$ cat config.mk
export PLATFORM = sky130hd
export DESIGN_NAME = cfc_channel_cfg
export DESIGN_NICKNAME = d
export VERILOG_FILES = /design/src/hw/cfc_pkg.sv /design/src/hw/cfc_channel_cfg.sv
export SDC_FILE = /design/constraint.sdc
export NUM_CORES = 1
export LEC_CHECK = 0
export BUFFER_PORTS_ARGS = -buffer_cell sky130_fd_sc_hd__clkbuf_2
export CORE_MARGIN = 2
export CORE_UTILIZATION = 50
export DETAILED_ROUTE_END_ITERATION = 7
export PLACE_DENSITY = 0.7
export SETUP_SLACK_MARGIN = 0.2
export SYNTH_ARGS = -nofsm -noshare
export SYNTH_HDL_FRONTEND = slang
export SYNTH_SLANG_ARGS = --single-unit
$ cat constraint.sdc
create_clock -name clock -period 10.1 [get_ports clock]
set_clock_uncertainty 0.15 [all_clocks]
set_input_delay 2.02 -clock clock [delete_from_list [all_inputs] [get_ports clock]]
set_output_delay 2.02 -clock clock [all_outputs]
set_load 0.02 [all_outputs]
$ cat src/hw/cfc_pkg.sv
// constants and field layouts of the channel block
package cfc_pkg;
    // register map, byte offsets
    localparam logic [7:0] OFS_ARB_TIMING = 8'h00;
    localparam logic [7:0] OFS_CHAN_CFG   = 8'h04;
    localparam logic [7:0] OFS_MODE       = 8'h08;
    localparam logic [7:0] OFS_TXQ_CFG    = 8'h0c;
    localparam logic [7:0] OFS_THL_CFG    = 8'h10;
    localparam logic [7:0] OFS_IRQ_STAT   = 8'h14;
    localparam logic [7:0] OFS_IRQ_MASK   = 8'h18;
    localparam logic [7:0] OFS_ERR_COUNT  = 8'h1c;
    localparam logic [7:0] OFS_BIT_STAT   = 8'h20;

    // arbitration timing, each field stored as value minus one
    typedef struct packed {
        logic [3:0] sjw;
        logic [3:0] tseg2;
        logic [1:0] rsvA;
        logic [5:0] tseg1;
        logic [5:0] rsvB;
        logic [9:0] brp;
    } cfc_timing_type;
    localparam cfc_timing_type TIMING_RESET = 32'h0001_0000;

    typedef struct packed {
        logic [9:0] rsv;
        logic [2:0] eocScope;
        logic [1:0] bom;
        logic [1:0] testMode;
        logic [6:0] tdcOffset;
        logic       tdcMeas;
        logic       tdcEn;
        logic       gwBrs;
        logic       gwFdf;
        logic       multiGw;
        logic       esiByBuf;
        logic       edgeFilt;
        logic       fdOnly;
    } cfc_chan_type;
    localparam cfc_chan_type CHAN_RESET = 32'h0000_0000;

    // per queue control byte
    typedef struct packed {
        logic [1:0] rsv;
        logic       oneRxIe;
        logic       fullIe;
        logic       intOnLast;
        logic       irqEn;
        logic       gwEn;
        logic       qEn;
    } cfc_txq_type;

    typedef enum { MODE_INIT, MODE_HALT, MODE_OPER } cfc_mode_type;
    localparam logic [1:0] MODE_CODE_INIT = 2'h0;
    localparam logic [1:0] MODE_CODE_HALT = 2'h1;
    localparam logic [1:0] MODE_CODE_OPER = 2'h2;
    localparam int         MODE_ERR_BIT   = 2;

    localparam logic [1:0] TEST_NONE   = 2'h0;
    localparam logic [1:0] TEST_LISTEN = 2'h1;
    localparam logic [1:0] TEST_EXTLP  = 2'h2;
    localparam logic [1:0] TEST_INTLP  = 2'h3;

    localparam logic [1:0] BOM_PROTO      = 2'h0;
    localparam logic [1:0] BOM_HALT_BEFORE = 2'h1;
    localparam logic [1:0] BOM_HALT_AFTER = 2'h2;
    localparam logic [1:0] BOM_SOFTWARE   = 2'h3;

    localparam logic [2:0] EOC_ALL   = 3'h0;
    localparam logic [2:0] EOC_TX    = 3'h1;
    localparam logic [2:0] EOC_RX    = 3'h2;
    localparam logic [2:0] EOC_ALLFD = 3'h3;
    localparam logic [2:0] EOC_TXFD  = 3'h4;
    localparam logic [2:0] EOC_RXFD  = 3'h5;

    // interrupt status layout
    localparam int NUM_CHAN_EV = 12;
    localparam int NUM_TXQ     = 4;
    localparam int NUM_GW_TXQ  = 3;
    localparam int IRQ_TXQ_LSB = 12;
    localparam int IRQ_THL_BIT = 16;
    localparam int IRQ_W       = 17;
    localparam int EV_ERRCOVF  = 9;

    // transmit history
    localparam logic [5:0] THL_DEPTH = 6'h20;
    localparam logic [5:0] THL_LEVEL = 6'h18;

    // timing figures
    localparam longint CLK_HZ      = 250000000;
    localparam longint ARB_MAX_BPS = 1000000;
    localparam longint DAT_MAX_BPS = 20000000;
    localparam logic [16:0] MIN_ARB_CYCLES = 17'(CLK_HZ / ARB_MAX_BPS);
    localparam logic [1:0]  FILTER_TQ      = 2'h2;
endpackage

$ cat src/hw/cfc_channel_cfg.sv
// configuration, mode, timing and interrupt logic of one can-fd channel
//
// Local design decisions: strobed register access and the placing of the registers.
`timescale 1ns/1ps
// Notes on behaviour
// - timing fields act as stored value plus one
// - timing field ranges; segment one zero refused
// - edge filter ignores dominant glitches under 2 quanta
// - fd-exclusive flags and refuses classic frames
// - queue irq per send or on empty
// - history irq per entry or three quarters
// - history logs all or only queued sources
// - gateway enables only queues 0-2, need gateway
// - esi from node state or active buffer
// - multi-gateway converts to classic or fd
// - converted brs needs brs and fd output
// - tdc off, offset, or measured plus offset
// - listen-only, external and internal loopback modes
// - bus-off recovery: protocol, halt before/after, software
// - twelve individually masked channel events
// - error counting scope all/tx/rx, optional fd
// - arbitration rate at most 1 Mbit/s for written timing; reset timing runs 4 clocks a bit
module cfc_channel_cfg
    import cfc_pkg::*;
(
    input  wire logic                   clock, // clock
    input  wire logic                   sys_rst, // sync reset, high
    input  wire logic                   clkEn, // run enable
    input  wire logic [7:0]             regAddr, // byte address
    input  wire logic [31:0]            regWrData, // write data
    input  wire logic                   regWrStb, // write strobe
    input  wire logic                   regRdStb, // read strobe
    output logic      [31:0]            regRdData, // read data
    output logic                        irq, // level irq
    input  wire logic                   canRx, // from transceiver
    output logic                        canTx, // to transceiver
    input  wire logic                   coreTx, // core tx bit
    output logic                        coreRx, // rx seen by core
    input  wire logic                   busIdle, // intermission
    output logic                        tqTick, // quantum tick
    output logic                        hardSync, // hard sync
    output logic                        samplePoint, // sample point
    input  wire logic                   rxFrameDone, // frame received
    input  wire logic                   rxFrameFd, // frame was fd
    output logic                        rxFormatErr, // classic in fd-only
    input  wire logic                   txReqClassic, // classic send
    output logic                        txRefuse, // refused
    input  wire logic                   nodePassive, // error passive
    input  wire logic                   bufEsi, // buffer esi
    output logic                        esiOut, // esi to send
    input  wire logic                   gwInFd, // gateway in fd
    input  wire logic                   gwInBrs, // gateway in brs
    output logic                        gwOutFd, // forwarded fd
    output logic                        gwOutBrs, // forwarded brs
    input  wire logic [6:0]             tdcMeasured, // measured delay
    output logic                        tdcActive, // tdc on
    output logic      [7:0]             tdcPosition, // tdc point
    output logic                        listenOnly, // no ack, no tx
    output logic                        protoRecovEn, // protocol recovery
    output logic      [1:0]             modeState, // mode code
    input  wire logic                   busOffEv, // bus off
    input  wire logic                   recovDoneEv, // recovery done
    input  wire logic [NUM_CHAN_EV-1:0] chanEv, // channel events
    input  wire logic                   errEv, // protocol error
    input  wire logic                   errIsTx, // while sending
    input  wire logic                   errIsFd, // fd frame
    input  wire logic [NUM_TXQ-1:0]     txqSent, // queue sent
    input  wire logic [NUM_TXQ-1:0]     txqEmpty, // queue empty
    input  wire logic [NUM_TXQ-1:0]     txqFullEv, // queue full
    input  wire logic [NUM_TXQ-1:0]     txqOneRxEv, // queue got one
    input  wire logic                   thlWrite, // history candidate
    input  wire logic                   thlFromQueue, // from fifo/queue
    input  wire logic                   thlPop // entry taken
);
    cfc_timing_type timing_q;
    cfc_chan_type   chan_q;
    cfc_txq_type [NUM_TXQ-1:0] txq_q;
    logic [3:0]       thl_q;
    cfc_mode_type     mode_q;
    cfc_mode_type     mode_d;
    logic             cfgErr_q;
    logic [IRQ_W-1:0] stat_q;
    logic [IRQ_W-1:0] mask_q;
    logic [IRQ_W-1:0] evVec;
    logic [7:0]       errCnt_q;
    logic [5:0]       thlCnt_q;
    logic [9:0]       preCnt_q;
    logic [6:0]       bitCnt_q;
    logic [1:0]       filtCnt_q;
    logic             canRx_q;
    logic [31:0]      rdData_q;

    // address decode
    wire wrTiming = regWrStb && regAddr == OFS_ARB_TIMING;
    wire wrChan   = regWrStb && regAddr == OFS_CHAN_CFG;
    wire wrMode   = regWrStb && regAddr == OFS_MODE;
    wire wrTxq    = regWrStb && regAddr == OFS_TXQ_CFG;
    wire wrThl    = regWrStb && regAddr == OFS_THL_CFG;
    wire wrStat   = regWrStb && regAddr == OFS_IRQ_STAT;
    wire wrMask   = regWrStb && regAddr == OFS_IRQ_MASK;
    wire wrErrCnt = regWrStb && regAddr == OFS_ERR_COUNT;
    wire wrCfg    = wrTiming | wrChan | wrTxq | wrThl;
    wire inInit   = mode_q == MODE_INIT;

    // proposed timing checked before it is taken
    cfc_timing_type newTiming;
    assign newTiming = cfc_timing_type'(regWrData);
    wire [6:0]  newBitLen = 7'd3 + 7'(newTiming.tseg1) + 7'(newTiming.tseg2);
    wire [16:0] newBitClk = 17'(({7'h00, newTiming.brp} + 17'h1) * {10'h000, newBitLen});
    wire timingBad = newTiming.tseg1 == 6'h00
                   || newBitClk < MIN_ARB_CYCLES;
    // refused: outside init, or impossible timing
    wire cfgReject = (wrCfg && !inInit) || (wrTiming && inInit && timingBad);
    wire cfgTake   = inInit && !cfgReject;

    // configuration, taken only in init; irq mask taken in any mode
    always_ff @(posedge clock) begin
        if (sys_rst) begin
            timing_q <= TIMING_RESET;
            chan_q   <= CHAN_RESET;
            txq_q    <= '0;
            thl_q    <= '0;
            mask_q   <= '0;
        end else if (clkEn) begin
            if (wrTiming && cfgTake) timing_q <= newTiming;
            if (wrChan && cfgTake) chan_q <= cfc_chan_type'(regWrData);
            if (wrTxq && cfgTake) txq_q <= regWrData;
            if (wrThl && cfgTake) thl_q <= regWrData[3:0];
            if (wrMask) mask_q <= regWrData[IRQ_W-1:0];
        end
    end

    // sticky error; a new refusal beats the clear
    always_ff @(posedge clock) begin
        if (sys_rst) cfgErr_q <= 1'b0;
        else if (clkEn) cfgErr_q <= cfgReject | (cfgErr_q & ~(wrMode & regWrData[MODE_ERR_BIT]));
    end

    // mode control; bus-off may force halt by itself
    wire [1:0] reqCode = regWrData[1:0];
    always_comb begin
        mode_d = mode_q;
        if (wrMode) begin
            unique case (reqCode)
                MODE_CODE_INIT: mode_d = MODE_INIT;
                MODE_CODE_HALT: mode_d = MODE_HALT;
                MODE_CODE_OPER: mode_d = MODE_OPER;
                default:        mode_d = mode_q;
            endcase
        end
        if (mode_q == MODE_OPER && busOffEv && chan_q.bom == BOM_HALT_BEFORE) mode_d = MODE_HALT;
        if (mode_q == MODE_OPER && recovDoneEv && chan_q.bom == BOM_HALT_AFTER) mode_d = MODE_HALT;
    end
    always_ff @(posedge clock) begin
        if (sys_rst) mode_q <= MODE_INIT;
        else if (clkEn) mode_q <= mode_d;
    end
    always_comb begin
        unique case (mode_q)
            MODE_INIT: modeState = MODE_CODE_INIT;
            MODE_HALT: modeState = MODE_CODE_HALT;
            MODE_OPER: modeState = MODE_CODE_OPER;
        endcase
    end
    // software recovery skips the protocol's own recovery phase
    assign protoRecovEn = chan_q.bom != BOM_SOFTWARE;

    // quantum prescaler, runs free so the filter works in intermission
    wire preWrap = preCnt_q >= timing_q.brp;
    assign tqTick = preWrap;
    always_ff @(posedge clock) begin
        if (sys_rst) preCnt_q <= '0;
        else if (clkEn) preCnt_q <= preWrap ? 10'h000 : preCnt_q + 10'h001;
    end

    // receive edge filter and hard sync
    wire rxFall = canRx_q && !canRx && busIdle;
    wire filtHit = filtCnt_q == FILTER_TQ - 2'h1 && tqTick && !canRx && busIdle;
    assign hardSync = chan_q.edgeFilt ? filtHit : rxFall;
    always_ff @(posedge clock) begin
        if (sys_rst) begin
            canRx_q   <= 1'b1;
            filtCnt_q <= '0;
        end else if (clkEn) begin
            canRx_q <= canRx;
            // a recessive level restarts the glitch count
            if (canRx || !busIdle) filtCnt_q <= '0;
            else if (tqTick && filtCnt_q != FILTER_TQ) filtCnt_q <= filtCnt_q + 2'h1;
        end
    end

    // bit position in quanta: sync, segment one, segment two
    wire [6:0] bitLen = 7'd3 + 7'(timing_q.tseg1) + 7'(timing_q.tseg2);
    wire [6:0] spPos  = 7'd2 + 7'(timing_q.tseg1);
    assign samplePoint = tqTick && bitCnt_q == spPos - 7'd1;
    always_ff @(posedge clock) begin
        if (sys_rst) bitCnt_q <= '0;
        else if (clkEn) begin
            if (hardSync) bitCnt_q <= 7'd1;
            else if (tqTick) bitCnt_q <= (bitCnt_q >= bitLen - 7'd1) ? 7'd0 : bitCnt_q + 7'd1;
        end
    end

    // frame format policing
    assign rxFormatErr = rxFrameDone && !rxFrameFd && chan_q.fdOnly;
    assign txRefuse    = txReqClassic && chan_q.fdOnly;

    // error state indicator source
    assign esiOut = chan_q.esiByBuf && !nodePassive ? bufEsi : nodePassive;

    // gateway format conversion; brs only makes sense in fd output
    assign gwOutFd  = chan_q.multiGw ? chan_q.gwFdf : gwInFd;
    assign gwOutBrs = chan_q.multiGw ? chan_q.gwBrs & chan_q.gwFdf : gwInBrs;

    // delay compensation
    assign tdcActive   = chan_q.tdcEn;
    assign tdcPosition = !chan_q.tdcEn ? 8'h00
                       : chan_q.tdcMeas ? {1'b0, tdcMeasured} + {1'b0, chan_q.tdcOffset}
                       : {1'b0, chan_q.tdcOffset};

    // test modes; internal loop keeps the bus recessive
    assign listenOnly = chan_q.testMode == TEST_LISTEN;
    wire intLoop = chan_q.testMode == TEST_INTLP;
    assign canTx  = (listenOnly || intLoop) ? 1'b1 : coreTx;
    assign coreRx = intLoop ? coreTx : canRx;

    // error counter with scope select
    logic scopeHit;
    always_comb begin
        unique case (chan_q.eocScope)
            EOC_ALL:   scopeHit = 1'b1;
            EOC_TX:    scopeHit = errIsTx;
            EOC_RX:    scopeHit = !errIsTx;
            EOC_ALLFD: scopeHit = errIsFd;
            EOC_TXFD:  scopeHit = errIsTx && errIsFd;
            EOC_RXFD:  scopeHit = !errIsTx && errIsFd;
            default:   scopeHit = 1'b0;
        endcase
    end
    wire errCount = errEv && scopeHit;
    wire errOvf   = errCount && errCnt_q == 8'hff;
    always_ff @(posedge clock) begin
        if (sys_rst) errCnt_q <= '0;
        else if (clkEn) begin
            if (wrErrCnt) errCnt_q <= '0;
            else if (errCount) errCnt_q <= errCnt_q + 8'h01;
        end
    end

    // queue events; gateway only on low queues
    logic [NUM_TXQ-1:0] txqEv;
    for (genvar i = 0; i < NUM_TXQ; i++) begin : g_txq
        wire sendEv = txqSent[i] && (!txq_q[i].intOnLast || txqEmpty[i]);
        wire gwOk   = i < NUM_GW_TXQ && txq_q[i].gwEn;
        wire gwEv   = gwOk && (txq_q[i].fullIe && txqFullEv[i]
                            || txq_q[i].oneRxIe && txqOneRxEv[i]);
        assign txqEv[i] = txq_q[i].qEn && (txq_q[i].irqEn && sendEv || gwEv);
    end

    // transmit history: bit0 enable, 1 irq enable, 2 level mode, 3 queued only
    wire thlLog  = thl_q[0] && thlWrite && (!thl_q[3] || thlFromQueue)
                 && thlCnt_q != THL_DEPTH;
    wire thlPopOk = thlPop && thlCnt_q != 6'h00;
    wire thlEv   = thl_q[1] && thlLog && (!thl_q[2] || thlCnt_q + 6'h01 == THL_LEVEL);
    always_ff @(posedge clock) begin
        if (sys_rst) thlCnt_q <= '0;
        else if (clkEn) begin
            if (thlLog && !thlPopOk) thlCnt_q <= thlCnt_q + 6'h01;
            else if (thlPopOk && !thlLog) thlCnt_q <= thlCnt_q - 6'h01;
        end
    end

    // sticky w1c status; a new event beats the clear
    always_comb begin
        evVec = '0;
        evVec[NUM_CHAN_EV-1:0] = chanEv;
        evVec[EV_ERRCOVF] = chanEv[EV_ERRCOVF] | errOvf;
        evVec[IRQ_TXQ_LSB +: NUM_TXQ] = txqEv;
        evVec[IRQ_THL_BIT] = thlEv;
    end
    wire [IRQ_W-1:0] clrVec = wrStat ? regWrData[IRQ_W-1:0] : '0;
    always_ff @(posedge clock) begin
        if (sys_rst) stat_q <= '0;
        else if (clkEn) stat_q <= evVec | (stat_q & ~clrVec);
    end
    assign irq = |(stat_q & mask_q);

    // read mux; unmapped addresses read zero
    logic [31:0] rdMux;
    always_comb begin
        unique case (regAddr)
            OFS_ARB_TIMING: rdMux = timing_q;
            OFS_CHAN_CFG:   rdMux = chan_q;
            OFS_MODE:       rdMux = {29'h0, cfgErr_q, modeState};
            OFS_TXQ_CFG:    rdMux = txq_q;
            OFS_THL_CFG:    rdMux = {20'h0, 2'h0, thlCnt_q, thl_q};
            OFS_IRQ_STAT:   rdMux = 32'(stat_q);
            OFS_IRQ_MASK:   rdMux = 32'(mask_q);
            OFS_ERR_COUNT:  rdMux = {24'h0, errCnt_q};
            OFS_BIT_STAT:   rdMux = {18'h0, bitCnt_q, bitLen};
            default:        rdMux = 32'h0;
        endcase
    end
    // data stands one cycle, else zero
    always_ff @(posedge clock) begin
        if (sys_rst) rdData_q <= '0;
        else if (clkEn) rdData_q <= regRdStb ? rdMux : 32'h0;
    end
    assign regRdData = rdData_q;
endmodule // cfc_channel_cfg

==> metrics.txt <==
Mapped Cells 1677; Final Hold Viols 0; failing checks DRC; Detailed Place HPWL 29.2 mm; first-pass GRT wire length 65.2 mm; diode count 0; Nets 2001; vias in the first global route 12154; CTS tree yes; r2r setup slk 5.90 ns; first-pass iteration count of the detailed router 8; Avg Synthesized Cell Area 7.98 sq um; # Post-CTS Setup Buffers 0; placed cell count 2077; Placed Instance Area 14300 sq um; initial drt markers 1464; gr ovfl total 0; Final ANT Viol Nets 0; Hold Crit Class reg -> reg; Tmin final 8.87 ns; Fin Setup TNS 0 ns; clk sinks 203; layout cells sized above 1 0.129; relative slew slack 0.226; Power Density 193 nW/um^2; Inserted Clock Buffers 23; drt wl/cell 19.2 um; P&R area growth vs syn 12.0%; vias per inst 5.90; Total Wirelength 40.7 mm; Max Cap Viol 0; initial antenna violation count 1; Die Area 28100 sq um; CP arrival 9.09 ns; register area 4060 sq um; DIE WIDTH 168 um; CORE AREA 26200 sq um; Top FF cell, synth dfxtp_1; DRC viols 2; Hold WS 0.307 ns; crit-path max cell delay 0.74 ns; Syn. warnings 0; Die Span Y 168 um; buffer levels on the longest clock path 3; Fillers 2410; Max Freq 113 MHz; GRT Total Usage 0.287; area leader, netlist dfxtp_1; syn nets 1911; cells taking the most area after synthesis dfxtp_1 (30%), ha_1 (8.4%), nand2_1 (7.8%); Worst-Margin Slew 1.16 ns; Seq/Total Area, Yosys 0.304; status finished with violations; CTS Hold Bufs 0; H-tree depth 1; Final setup viols 0; max-slew violations 0; Worst Setup Start Kind input port; Crit path top cell by count inv_1; total chip power 2.89 mW; number of synthesized flops with an enable pin 0; worst vdd ir 0.274 mV; nature of the critical path endpoint flop; Final period util 0.879; Yosys reg bits 203; FP Rows 59; critical path's slowest cell xnor2_1; critical path fanouts, max 32; Finished Cell Area 15000 sq um; Initial Util 0.511; clock root cell clkbuf_16; Mapped Area 13400 sq um; Synth async-reset ratio 0; largest net degree at the start of global routing 87; RSZ-0062 raised after global routing false; Worst-Skew Late Latency 0.51 ns; area share of the leading cell type in the synthesized netlist 0.304; multi-input combinational cell area 8470 sq um; Req. time, crit path 10.32 ns; post-CTS sizing 0; Netlist cell types 68; clk slew on worst S/H paths 0.06 ns; Setup CP Type in -> reg; vias 12491; Lkg Pwr 6.10 nW; port bufs 151; GP Congestion 0.906; # IOs 154; Finished Layout Cells 2116
-- worst paths after layout --
check                                   start           end  cells past startpoint
worst max register to register   timing_q[17]   bitCnt_q[6]                     16
worst min-delay path                txq_q[25]     txq_q[25]                      2
worst min register to register      txq_q[25]     txq_q[25]                      2
worst max-delay path            regWrData[17]  timing_q[13]                     30
-- Yosys cell counts, types with 30 or more instances --
library cell    n
a21oi_1       155
xor2_1         30
nor2_1        170
a222oi_1       39
nor2b_1        30
mux2i_1        65
fa_1           46
nand2b_1       31
xnor2_1        31
nand2_1       277
inv_1         117
ha_1           90
clkbuf_1       87
o21ai_0        30
dfxtp_1       203
-- through the flow --
stage	utilization	setup slack, ns
final	0.572	1.23
after global routing	0.572	0.776
after CTS	0.572	1.27
after detailed placement	0.545	0.807
after global placement	0.545	0.886
after floorplan	-	1.81
-- power by group --
| group | internal, mW | switching (mW) |
|---|---|---|
| Sequential | 0.817 | 0.0306 |
| Combinational | 0.492 | 0.736 |
| Clock | 0.474 | 0.341 |
-- flip-flops by register name, summed over array words and instances, names as in the netlist, 4 cells and up --
| register | flops |
|---|---|
| bitCnt_q | 7 |
| chan_q | 31 |
| errCnt_q | 8 |
| mask_q | 17 |
| preCnt_q | 10 |
| regRdData | 32 |
| stat_q | 17 |
| thlCnt_q | 6 |
| thl_q | 4 |
| timing_q | 32 |
| txq_q | 29 |
-- final cells by class --
cell class / count / share of cell area
inverters: 118 / 0.0296
well taps: 335 / 0.0280
multi-input cells: 1254 / 0.565
clock inverters: 5 / 0.00376
clock buffers: 34 / 0.0438
repair buffers: 167 / 0.0586
flip-flops and latches: 203 / 0.271
-- placed cells by master, fill, tap and decap left out, types with 13 or more instances in the layout --
cell,synthesis,final
and3_1,15,14
inv_1,117,116
nand3_1,27,27
nor2b_1,30,30
nand4_1,15,15
fa_1,46,46
nand2b_1,31,31
a222oi_1,39,39
buf_4,0,17
nand2_1,277,277
ha_1,90,90
a21oi_1,155,155
o21ai_0,30,30
or2_2,13,13
clkbuf_16,0,23
dfxtp_1,203,203
a31oi_1,13,13
nor3_1,22,21
xnor2_1,31,31
a21o_1,18,18
a22oi_1,28,28
nor2_1,170,170
clkbuf_2,0,150
mux2i_1,65,65
xor2_1,30,30
-- worst max-delay path: cells and delay by family --
kind,cells,cell delay (ns)
buffers and inverters,9,0.95
muxes,2,0.42
and+or+nand+nor,5,0.87
xor gates and xnor gates,1,0.74
AOI/OAI and AO/OA,5,0.82
adders and majority gates,8,3.23
-- kinds of logic (layout without fill, tap and decap cells) --
group	Yosys count	in the layout	synth area share
XOR/XNOR	61	61	0.0399
multiplexers	71	71	0.0537
AO/OA/AOI/OAI	349	349	0.173
flip-flops	203	203	0.304
AND/OR/NAND/NOR	637	637	0.212
buffers and inverters	220	324	0.0642
adder cells (fa/ha/maj)	136	136	0.153
-- layer usage --
layer,wire length [um],track usage
met4,1250,0.0877
met5,13,0
met1,17300,0.389
met3,3140,0.0388
met2,19100,0.476
No activity file was read; power rests on OpenSTA's default activity.
